===== src/hw/acs_pkg.sv =====
package acs_pkg;
    // ****************************************
    // Register map (byte addresses)
    // ****************************************
    localparam logic [7:0] OFS_CTRL = 8'h00;
    localparam logic [7:0] OFS_CHCFG = 8'h04;
    localparam logic [7:0] OFS_PRESC = 8'h08;
    localparam logic [7:0] OFS_RES_HI = 8'h0c;
    localparam logic [7:0] OFS_RES_LO = 8'h10;
    localparam logic [7:0] OFS_IRQ_STAT = 8'h14;
    localparam logic [7:0] OFS_IRQ_EN = 8'h18;

    // ****************************************
    // Control register fields
    // ****************************************
    localparam int CTRL_IDLE_SEL = 6;
    localparam int CTRL_EN = 5;
    localparam int CTRL_EOC = 4;
    localparam int CTRL_START = 3;
    localparam int CTRL_CH_LSB = 0;
    localparam int CH_W = 3;
    localparam int PRESC_W = 5;

    // ****************************************
    // Interrupt bits, same layout in status and enable
    // ****************************************
    localparam int IRQ_REFUSED = 0;
    localparam int IRQ_EOC = 1;
    localparam int IRQ_W = 2;

    // ****************************************
    // Conversion timing
    // ****************************************
    localparam int RES_W = 10;
    localparam int STD_DROP = 2;
    localparam int DIV_W = 7;
    localparam logic [DIV_W-1:0] DIV_ZERO = 7'h40;
    localparam logic [3:0] BIT_STEPS = 4'ha;
    localparam logic [3:0] CONV_TICKS = 4'hb;

    localparam logic [7:0] RST_BYTE = 8'h00;

    typedef enum logic [1:0] {
        ST_IDLE = 2'b00,
        ST_SAMPLE = 2'b01,
        ST_CONV = 2'b10
    } acs_state_t;
endpackage : acs_pkg


===== src/hw/acs_adc_conversion_sequencer.sv =====
`timescale 1ns/100ps
// Summary of operation
// Three-bit channel field picks one of eight analog inputs, value n picks input n.
// Standard conversion gives 8 result bits, precision conversion gives 10.
// Pseudo-idle select plus start halts the processor, peripherals keep running.
// Software must enable the end-of-conversion interrupt when using precision mode.
// Other interrupts stay pending until the precision conversion is over.
// Per-pin config bits choose which shared pins serve as analog inputs.
// A start on a channel not enabled in the config bits does nothing; the code sets the refused status bit for such a start.
// A conversion lasts 11 converter clocks: one sample, ten bit steps.
// Software waits 4 us after enabling before the first conversion.
// Writing one to control bit 3 launches one conversion.
// Hardware clears the start bit when the conversion completes.
// End flag, control bit 4, sets with the result; only software clears it.
// With the converter interrupt enabled, flag setting requests an interrupt.
// Result is 3ffh at reference, 000h at ground, linear between; at prescale 1 the code decides each bit from the previous trial's compare.
// Converter clock divides peripheral clock by 64 for zero, else twice value.
// Clearing converter enable puts the converter in standby.
// Start while busy is ignored; channel is taken at conversion start; the code sets the refused status bit for a busy start.
// Taking the end interrupt ends pseudo-idle and resumes the processor.
module acs_adc_conversion_sequencer (
    input wire logic clk,
    input wire logic sys_rst,
    input wire logic ce,
    input wire logic psel,
    input wire logic penable,
    input wire logic pwrite,
    input wire logic [7:0] paddr,
    input wire logic [31:0] pwdata,
    output logic [31:0] prdata,
    output logic pready,
    output logic pslverr,
    input wire logic compare_high_pin,
    output logic [9:0] trial_code,
    output logic sample_hold,
    output logic [2:0] mux_select,
    output logic [7:0] analog_pin_enable,
    output logic converter_powered,
    output logic cpu_halt,
    output logic other_irq_hold,
    input wire logic irq_ack,
    output logic irq
);
    // ****************************************
    // Register state
    // ****************************************
    logic pseudo_idle_select;
    logic converter_enable;
    logic end_of_conversion_flag;
    logic [acs_pkg::CH_W-1:0] channel_select;
    logic [7:0] channel_config_bits;
    logic [acs_pkg::PRESC_W-1:0] clock_prescale_value;
    logic [7:0] result_high_byte;
    logic [1:0] result_low_byte;
    logic [acs_pkg::IRQ_W-1:0] irq_stat;
    logic [acs_pkg::IRQ_W-1:0] conversion_irq_enable;

    acs_pkg::acs_state_t state;
    logic [acs_pkg::DIV_W-1:0] div_cnt;
    logic [3:0] bit_idx;
    logic [acs_pkg::RES_W-1:0] sar;
    logic precision;
    logic cmp_meta;
    logic cmp_sync;

    // ****************************************
    // APB decode
    // ****************************************
    wire apb_setup = psel & ~penable & ce;
    wire apb_access = psel & penable & ce;
    wire hit_ctrl = paddr == acs_pkg::OFS_CTRL;
    wire hit_chcfg = paddr == acs_pkg::OFS_CHCFG;
    wire hit_presc = paddr == acs_pkg::OFS_PRESC;
    wire hit_hi = paddr == acs_pkg::OFS_RES_HI;
    wire hit_lo = paddr == acs_pkg::OFS_RES_LO;
    wire hit_stat = paddr == acs_pkg::OFS_IRQ_STAT;
    wire hit_ien = paddr == acs_pkg::OFS_IRQ_EN;
    wire hit_any = hit_ctrl | hit_chcfg | hit_presc | hit_hi | hit_lo | hit_stat | hit_ien;
    wire wr = apb_access & pwrite & hit_any;
    wire wr_ctrl = wr & hit_ctrl;
    wire busy = state != acs_pkg::ST_IDLE;

    assign pready = apb_access;
    assign pslverr = apb_access & ~hit_any;

    wire [7:0] ctrl_rd = {1'b0, pseudo_idle_select, converter_enable,
                          end_of_conversion_flag, busy, channel_select};
    wire [7:0] rd_mux = hit_ctrl ? ctrl_rd :
                        hit_chcfg ? channel_config_bits :
                        hit_presc ? {3'h0, clock_prescale_value} :
                        hit_hi ? result_high_byte :
                        hit_lo ? {6'h00, result_low_byte} :
                        hit_stat ? {6'h00, irq_stat} :
                        hit_ien ? {6'h00, conversion_irq_enable} : 8'h00;

    // ****************************************
    // Start qualification
    // ****************************************
    wire [acs_pkg::CH_W-1:0] wr_ch = pwdata[acs_pkg::CTRL_CH_LSB +: acs_pkg::CH_W];
    wire wr_start = wr_ctrl & pwdata[acs_pkg::CTRL_START];
    wire wr_en = pwdata[acs_pkg::CTRL_EN];
    // enabled channel only
    wire ch_ok = channel_config_bits[wr_ch];
    // launch on start write
    // ignored while busy
    wire start_ok = wr_start & ~busy & ch_ok & wr_en;
    wire start_refused = wr_start & ~start_ok;

    // ****************************************
    // Converter clock
    // ****************************************
    // zero selects divide by 64
    wire [acs_pkg::DIV_W-1:0] div_val = (clock_prescale_value == '0) ? acs_pkg::DIV_ZERO :
                                        {1'b0, clock_prescale_value, 1'b0};
    wire tick = busy & (div_cnt == div_val - 7'h01);
    wire done = (state == acs_pkg::ST_CONV) & tick & (bit_idx == 4'h0);
    wire [acs_pkg::RES_W-1:0] bit_mask = acs_pkg::RES_W'(1) << bit_idx;
    wire [acs_pkg::RES_W-1:0] sar_kept = cmp_sync ? sar : (sar & ~bit_mask);
    wire [acs_pkg::RES_W-1:0] sar_next_trial = sar_kept | (bit_mask >> 1);
    // standard mode drops the two low bits
    wire [acs_pkg::RES_W-1:0] res_final = precision ? sar_kept :
        {sar_kept[acs_pkg::RES_W-1:acs_pkg::STD_DROP], 2'b00};
    wire eoc_set = done;
    wire eoc_clr = wr_ctrl & ~pwdata[acs_pkg::CTRL_EOC];

    assign trial_code = sar;
    assign sample_hold = state == acs_pkg::ST_SAMPLE;
    // pins follow config bits
    assign analog_pin_enable = channel_config_bits;
    // standby when disabled
    assign converter_powered = converter_enable;
    // other interrupts held
    assign other_irq_hold = cpu_halt & busy;
    // unmasked status drives irq
    assign irq = |(irq_stat & conversion_irq_enable);

    // ****************************************
    // Comparator synchroniser
    // ****************************************
    always_ff @(posedge clk) begin
        if (sys_rst) begin
            cmp_meta <= 1'b0;
            cmp_sync <= 1'b0;
        end else if (ce) begin
            cmp_meta <= compare_high_pin;
            cmp_sync <= cmp_meta;
        end
    end

    // ****************************************
    // Register file
    // ****************************************
    always_ff @(posedge clk) begin
        if (sys_rst) begin
            prdata <= '0;
            pseudo_idle_select <= 1'b0;
            converter_enable <= 1'b0;
            channel_select <= '0;
            channel_config_bits <= acs_pkg::RST_BYTE;
            clock_prescale_value <= '0;
            conversion_irq_enable <= '0;
        end else if (ce) begin
            // Read data is taken at setup, so it shows the state one cycle early
            if (apb_setup) begin
                prdata <= {24'h000000, rd_mux};
            end
            if (wr_ctrl) begin
                pseudo_idle_select <= pwdata[acs_pkg::CTRL_IDLE_SEL];
                converter_enable <= wr_en;
                channel_select <= wr_ch;
            end
            if (wr & hit_chcfg) begin
                channel_config_bits <= pwdata[7:0];
            end
            if (wr & hit_presc) begin
                clock_prescale_value <= pwdata[acs_pkg::PRESC_W-1:0];
            end
            if (wr & hit_ien) begin
                conversion_irq_enable <= pwdata[acs_pkg::IRQ_W-1:0];
            end
        end
    end

    // ****************************************
    // Flags and interrupt status
    // ****************************************
    always_ff @(posedge clk) begin
        if (sys_rst) begin
            end_of_conversion_flag <= 1'b0;
            irq_stat <= '0;
        end else if (ce) begin
            // set wins over software clear
            if (eoc_set) begin
                end_of_conversion_flag <= 1'b1;
            end else if (eoc_clr) begin
                end_of_conversion_flag <= 1'b0;
            end
            irq_stat <= (irq_stat & ~({acs_pkg::IRQ_W{wr & hit_stat}} &
                         pwdata[acs_pkg::IRQ_W-1:0])) | {eoc_set, start_refused};
        end
    end

    // ****************************************
    // Processor halt
    // ****************************************
    always_ff @(posedge clk) begin
        if (sys_rst) begin
            cpu_halt <= 1'b0;
        end else if (ce) begin
            // halt on precision start
            if (start_ok & pwdata[acs_pkg::CTRL_IDLE_SEL]) begin
                cpu_halt <= 1'b1;
            // interrupt taken resumes
            end else if (irq_ack | (busy & ~converter_enable)) begin
                cpu_halt <= 1'b0;
            end
        end
    end

    // ****************************************
    // Conversion sequencer
    // ****************************************
    always_ff @(posedge clk) begin
        if (sys_rst) begin
            state <= acs_pkg::ST_IDLE;
            div_cnt <= '0;
            bit_idx <= '0;
            sar <= '0;
            precision <= 1'b0;
            mux_select <= '0;
            result_high_byte <= acs_pkg::RST_BYTE;
            result_low_byte <= 2'b00;
        end else if (ce) begin
            div_cnt <= (tick | ~busy) ? '0 : div_cnt + 7'h01;
            unique case (state)
                acs_pkg::ST_IDLE: begin
                    if (start_ok) begin
                        // channel routed to mux
                        // channel latched at start
                        mux_select <= wr_ch;
                        precision <= pwdata[acs_pkg::CTRL_IDLE_SEL];
                        sar <= '0;
                        state <= acs_pkg::ST_SAMPLE;
                    end
                end
                acs_pkg::ST_SAMPLE: begin
                    // one sample period then ten steps
                    if (tick) begin
                        bit_idx <= acs_pkg::BIT_STEPS - 4'h1;
                        sar <= acs_pkg::RES_W'(1) << (acs_pkg::RES_W - 1);
                        state <= acs_pkg::ST_CONV;
                    end
                end
                acs_pkg::ST_CONV: begin
                    // successive approximation saturates at both ends
                    if (tick) begin
                        sar <= sar_next_trial;
                        bit_idx <= bit_idx - 4'h1;
                        if (bit_idx == 4'h0) begin
                            result_high_byte <= res_final[acs_pkg::RES_W-1:acs_pkg::STD_DROP];
                            result_low_byte <= res_final[acs_pkg::STD_DROP-1:0];
                            // start bit reads busy, clears here
                            state <= acs_pkg::ST_IDLE;
                        end
                    end
                end
                default: state <= acs_pkg::ST_IDLE;
            endcase
            // standby aborts a conversion
            if (~converter_enable & busy) begin
                state <= acs_pkg::ST_IDLE;
            end
        end
    end

    // ****************************************
    // Checks
    // ****************************************
    logic [3:0] tick_cnt;
    always_ff @(posedge clk) begin
        if (sys_rst) begin
            tick_cnt <= '0;
        end else if (ce) begin
            tick_cnt <= start_ok ? '0 : tick_cnt + {3'h0, tick};
        end
    end
endmodule : acs_adc_conversion_sequencer


===== config.mk =====
export PLATFORM = sky130hd
export DESIGN_NAME = acs_adc_conversion_sequencer
export DESIGN_NICKNAME = d
export VERILOG_FILES = /design/src/hw/acs_pkg.sv /design/src/hw/acs_adc_conversion_sequencer.sv
export SDC_FILE = /design/constraint.sdc
export NUM_CORES = 1
export LEC_CHECK = 0
export BUFFER_PORTS_ARGS = -buffer_cell sky130_fd_sc_hd__buf_2
export CORE_UTILIZATION = 40
export CTS_BUF_LIST = sky130_fd_sc_hd__clkbuf_4
export DETAILED_ROUTE_END_ITERATION = 12
export PLACE_DENSITY = 0.71
export REMOVE_ABC_BUFFERS = 1
export SLEW_MARGIN = 20
export SYNTH_ARGS = -nofsm -noshare
export SYNTH_HDL_FRONTEND = slang
export SYNTH_SLANG_ARGS = --single-unit

===== constraint.sdc =====
create_clock -name clk -period 3.48 [get_ports clk]
set_input_delay 0.174 -clock clk [delete_from_list [all_inputs] [get_ports clk]]
set_output_delay 0.174 -clock clk [all_outputs]
set_load 0.005 [all_outputs]

Word-level counts from Yosys, hierarchy flattened. Index checks and enable logic that the tools add are counted.

$lt $le $gt $ge: 1. Shift operators: 1. $add $sub $neg: 3. Div/mod/pow operators: 0. Bitwise gates (word level): 46. Eq/ne operators: 16. Mux-type cells: 30. Reductions and logical operators: 22. Multiply operators: 0.

Operator list (count): $mux W10 (4); $mux W8 (4); $pmux W10 S3 (1); $and A1 B1 Y1 (24); $eq A8 B5 Y1 const B (3); $mux W2 (9); $eq A8 B4 Y1 const B (2); $mux W7 (2); $reduce_and A2 Y1 (7); $and A10 B10 Y10 (1); $not A10 Y10 (1); $or A10 B9 Y10 (1); $reduce_and A5 Y1 (2); $shl A1 B4 Y10 const A (1); $eq A8 B3 Y1 const B (1); $logic_not A8 Y1 (1); $mux W4 (2); $or A1 B1 Y1 (8); $pmux W4 S2 (1); $reduce_and A4 Y1 (2); $reduce_bool A2 Y1 (4); $add A7 B1 Y7 const B (1); $eq A7 B7 Y1 (1); $sub A7 B1 Y7 const B (1); other kinds (22) (35).

Register bits after elaboration: 71. Memory bits (read-only): 0. Latch bits: 0. Memories: 0. Bits in writable memories: 0. Input bits: 48. Word-level logic and storage cells: 139. Output and inout bits: 60.

Longest topological paths before layout.
Word-level depth: 16. Mapped depth: 9. Mapped depth without buffers: 8.

Worst setup path before layout. No wires, ideal clock.

Kind: reg-to-reg. Start point: register clock_prescale_value[0] (netlist bit). End point: register sar, in the netlist trial_code[0]. Arrival time: 2340 ps. Required time: 3359 ps. Slack: 1019 ps. Period minus slack after synthesis: 2461 ps. Setup time: 121 ps. Path buffers: 1. Stages on the path, launching flop included: 10. Cells stage by stage: dfxtp_1 -> inv_1 -> ha_1 -> xnor2_1 -> nor3b_1 -> nand3_2 -> o31ai_1 -> and3_1 -> buf_6 -> mux2_2.

Longest elaborated chain between the ends: 7. Elaborated cells on any way between the ends: 8. Classes of those cells: add/sub: 1; eq/ne: 3; mux: 1; bitwise: 1; reduce/logical: 2.

Ends and longest elaborated chain: from (decl) (line acs_adc_conversion_sequencer.sv:52) `logic [acs_pkg::PRESC_W-1:0] clock_prescale_value;`; from (signal assigned) (line acs_adc_conversion_sequencer.sv:176) `clock_prescale_value <= pwdata[acs_pkg::PRESC_W-1:0];`; $logic_not A5 Y1 (line acs_adc_conversion_sequencer.sv:113) `wire [acs_pkg::DIV_W-1:0] div_val = (clock_prescale_value == '0) ? acs_pkg::DIV_ZERO :`; $mux W7 * (line acs_adc_conversion_sequencer.sv:113); $sub A7 B1 Y7 * (line acs_adc_conversion_sequencer.sv:115) `wire tick = busy & (div_cnt == div_val - 7'h01);`; $eq A7 B7 Y1 * (line acs_adc_conversion_sequencer.sv:115); $and A1 B1 Y1 * (line acs_adc_conversion_sequencer.sv:115); $ne A2 B2 Y1 (no line) / $ne A2 B1 Y1 (equally long branches); $reduce_and A5 Y1 (no line) *; to (signal assigned) (line acs_adc_conversion_sequencer.sv:250) `sar <= acs_pkg::RES_W'(1) << (acs_pkg::RES_W - 1);`; to (signal assigned) (line acs_adc_conversion_sequencer.sv:257) `sar <= sar_next_trial;`; to (decl) (line acs_adc_conversion_sequencer.sv:61) `logic [acs_pkg::RES_W-1:0] sar;`.

Every way passes the cells marked *; elsewhere a longest branch is shown, timed or not. A chain may end at the register's enable or synchronous reset.

Worst setup path in the final report.
Start point: register clock_prescale_value[0] (netlist bit). End point: register sar, in the netlist trial_code[1].

The elaborated chain is that of the path after synthesis.

==> reports/metrics.cfg <==
[status]
run_status = finished clean

[die]
top_level_ports = 108
core_region_area_um2 = 9328
die_width_um = 100.7
die-height_um = 100.7
design.die.area_um2 = 10140
starting_utilization_of_the_core_area_pct = 41.78
placementRows = 35

[setup_path]
worstSetupPathType = flip-flop to flip-flop
crit_slowest_cell = and3_1
crit_path_start_kind = flip-flop
worst-endpoint-required_ns = 3.81
cp_slowest_stage_delay_ns = 0.45
cp_cell_sequence = inv_1, ha_1, xnor2_1, nor3b_1, nand3_2, o31ai_1, buf_4, and3_1, mux2_2
endpoint_kind = flip-flop
critPathBufInv = 2
crit_path_max_fanout = 10
cpLargestDelayFamily = simple AND/OR/NAND/NOR gates
arrival_ns = 3.14

[cts]
cts_made_buffers = 9
tritoncts = done
cts_setup_buffers = 0
clock_slew_seen_by_the_registers_of_the_worst_setup_and_hold_paths_ns = 0.12
cts_root_buf = clkbuf_4
cts_sink_cnt = 71
worstSkewPairLatency_ns = 0.44
cts-root-to-sink-buffers = 2
htree_levels = 3

[global_routing]
total_global_routing_track_utilization_pct = 20.01
groute.layer.met3.usage_pct = 6.241
grt_use_met1_pct = 25.87
grtUsageMet2_pct = 32.24
maximum_number_of_pins_on_one_net_before_global_route_repair = 64
antenna_found_initial = 0
grt_first_pass_wirelength_um = 15600
top_usage_layer = met2
globalRoute.totalOverflow = 0
first_global_vias = 3080

[power]
p_per_area_nw_per_um2 = 326.4
total_power_uw = 1426
p_leak_uw = 0.001843
vdd_drop_max_uv = 201.2

[logic_synthesis]
seq_area_frac_synth_pct = 36.47
synth.lib_cells_used.distinct = 54
synth_cells = 447
synthFlopType = dfxtp_1
yosysTopAreaCellShare_pct = 36.47
syn_area_per_cell_um2 = 8.719
synth.area.top_cells = dfxtp_1 (36%), mux2i_1 (8.2%), nor2_1 (5.8%)
synth_edf_count = 0
postSynthRegisterBits = 71
synth_top_cell_by_area = dfxtp_1
async_flop_share_pct = 0
yosysWarnings = 0
mappedNetlistArea_um2 = 3897

[route]
drtIter0Drc = 143
vias_cell = 5.245
drt_wl_total_um = 9591
drt_pre_antenna_iters = 5
drc = 0
avgRoutedWirePerCell_um = 15.08
via_total_after_detailed_routing = 3336
ant_nets = 0

[finish]
area.growth.synth_to_final_pct = 12.10
antennaDiodeCount = 0
layout-drive-gt1-share_pct = 19.92
fillerInstances = 938
fin_cells = 636
final_nets = 561

[sta]
layout_min_cycle_time_ns = 2.814
timing.fmax_ghz = 0.3554
report.final.slew_viol_count = 0
setup_tns_ns = 0
unrepaired_setup_endpoints_after_global_routing = false
final_critical_path_setup_slack_ns = 0.6665
finalHoldViolCount = 0
final_setup_violations = 0
clock-skew-final_ns = 0.01546
portion_of_the_clock_cycle_consumed_by_the_worst_path_in_the_final_layout_pct = 80.85
timing.slew.headroom_pct = 45.63
worst_slew_pin_slew_ns = 0.8042

[hold_path]
hold_path_class = primary input to flip-flop

[placement]
gp_congestion = 0.8804
hpwlAfterDp_um = 6947
dp.cells = 616
portBuffers = 59
pre_cts_ws_ns = 0.6699

[job]
maxCapViolations = 0

kinds of logic after synthesis:
family / share of synthesized area [%]
AND/OR/NAND/NOR: 22.05
adder cells (fa/ha/maj): 3.531
AO/OA/AOI/OAI: 13.68
XOR/XNOR: 2.472
flip-flops: 36.47
buffers and inverters: 8.282
other: 0.09622
multiplexers: 13.42
final timing paths:
| kind | end | startpoint | depth (start not counted) | slack (ns) |
|---|---|---|---|---|
| min reg2reg | prdata[0] | prdata[0] | 2 | 0.46 |
| max | trial_code[1] | clock_prescale_value[0] | 9 | 0.67 |
| max reg2reg | trial_code[1] | clock_prescale_value[0] | 9 | 0.67 |
| min | converter_powered | pwdata[5] | 3 | 0.02 |
routing by layer:
layer / part of all wire (%) / vias to the layer above / routed length [um]
li1: - / 1635 / -
met1: 46 / 1568 / 4437
met2: 46 / 118 / 4403
met3: 5.9 / 15 / 566
met4: 1.9 / 0 / 184
met5: 0 / - / 0
tightest hold or removal path, delay by kind of cell:
family | cells | cell delay [ns]
buffers and inverters | 1 | 0.11
muxes | 1 | 0.07
and+or+nand+nor | 1 | 0.07
report_power, final:
part	leakage, uW	internal, uW	switching, uW
Sequential	0.000572	814	2.54
Clock	0.0000761	224	299
Combinational	0.00120	29.6	56.4
Total	0.00184	1070	358
Yosys cell counts (4+ instances only):
cell	instances
mux2i_1	32
nor2_1	60
dfxtp_1	71
xnor2_1	6
inv_1	14
nand2_1	34
mux4_2	5
a22oi_1	7
nand4_1	6
xor2_1	5
a21oi_1	32
nand3_1	15
nand2b_1	6
and3_1	4
buf_4	24
a21o_1	4
ha_1	11
nor2b_1	14
nor3b_1	5
nor3_1	6
mux2_2	8
o21ai_0	10
nand3b_1	4
clkbuf_1	15
layout make-up:
class                   count  area, um^2  area share (%)
clock buffers              10       75.07           1.718
clock inverters             6       61.31           1.403
inverters                  14       52.55           1.203
multi-input cells         340        2240           51.26
flip-flops and latches     71        1421           32.53
well taps                 129       161.4           3.694
repair buffers             66       357.8           8.190
state kept, by name (all words and copies together), names as in the netlist, 3 cells and up:
name,cells
analog_pin_enable,8
bit_idx,4
channel_select,3
clock_prescale_value,5
div_cnt,7
mux_select,3
prdata,8
result_high_byte,8
trial_code,10
layout by cell type (no fill, tap or decap), types with 3 or more instances in the layout:
cell / instances
dfxtp_1: 71
nor2_1: 60
buf_2: 59
nand2_1: 34
a21oi_1: 32
mux2i_1: 32
conb_1: 24
nand3_1: 15
inv_1: 14
nor2b_1: 14
ha_1: 11
o21ai_0: 10
clkbuf_4: 10
mux2_2: 8
a22oi_1: 7
xnor2_1: 6
nand2b_1: 6
nor3_1: 6
nand4_1: 6
xor2_1: 5
nor3b_1: 5
mux4_2: 5
and3_1: 4
nand3b_1: 4
a21o_1: 4
dlygate4sd3_1: 4
nor4b_1: 3
nor4_1: 3
o31ai_1: 3
a21boi_0: 3
clkinv_2: 3
buf_4: 3
timing repair:
action,CTS,global route
hold endpoints to repair,2,2
gates resized for setup,0,0
hold buffers,2,2
through the flow:
stage	utilization, %	hold WS (ns)	area, um^2
final	46.84	0.01688	4369
after global routing	46.84	0.02041	4369
after CTS	46.63	0.006073	4349
after detailed placement	44.95	0.4165	4193
after global placement	44.95	0.4135	4193
after floorplan	-	0.2431	3714
(Power assumes the default switching activity.)
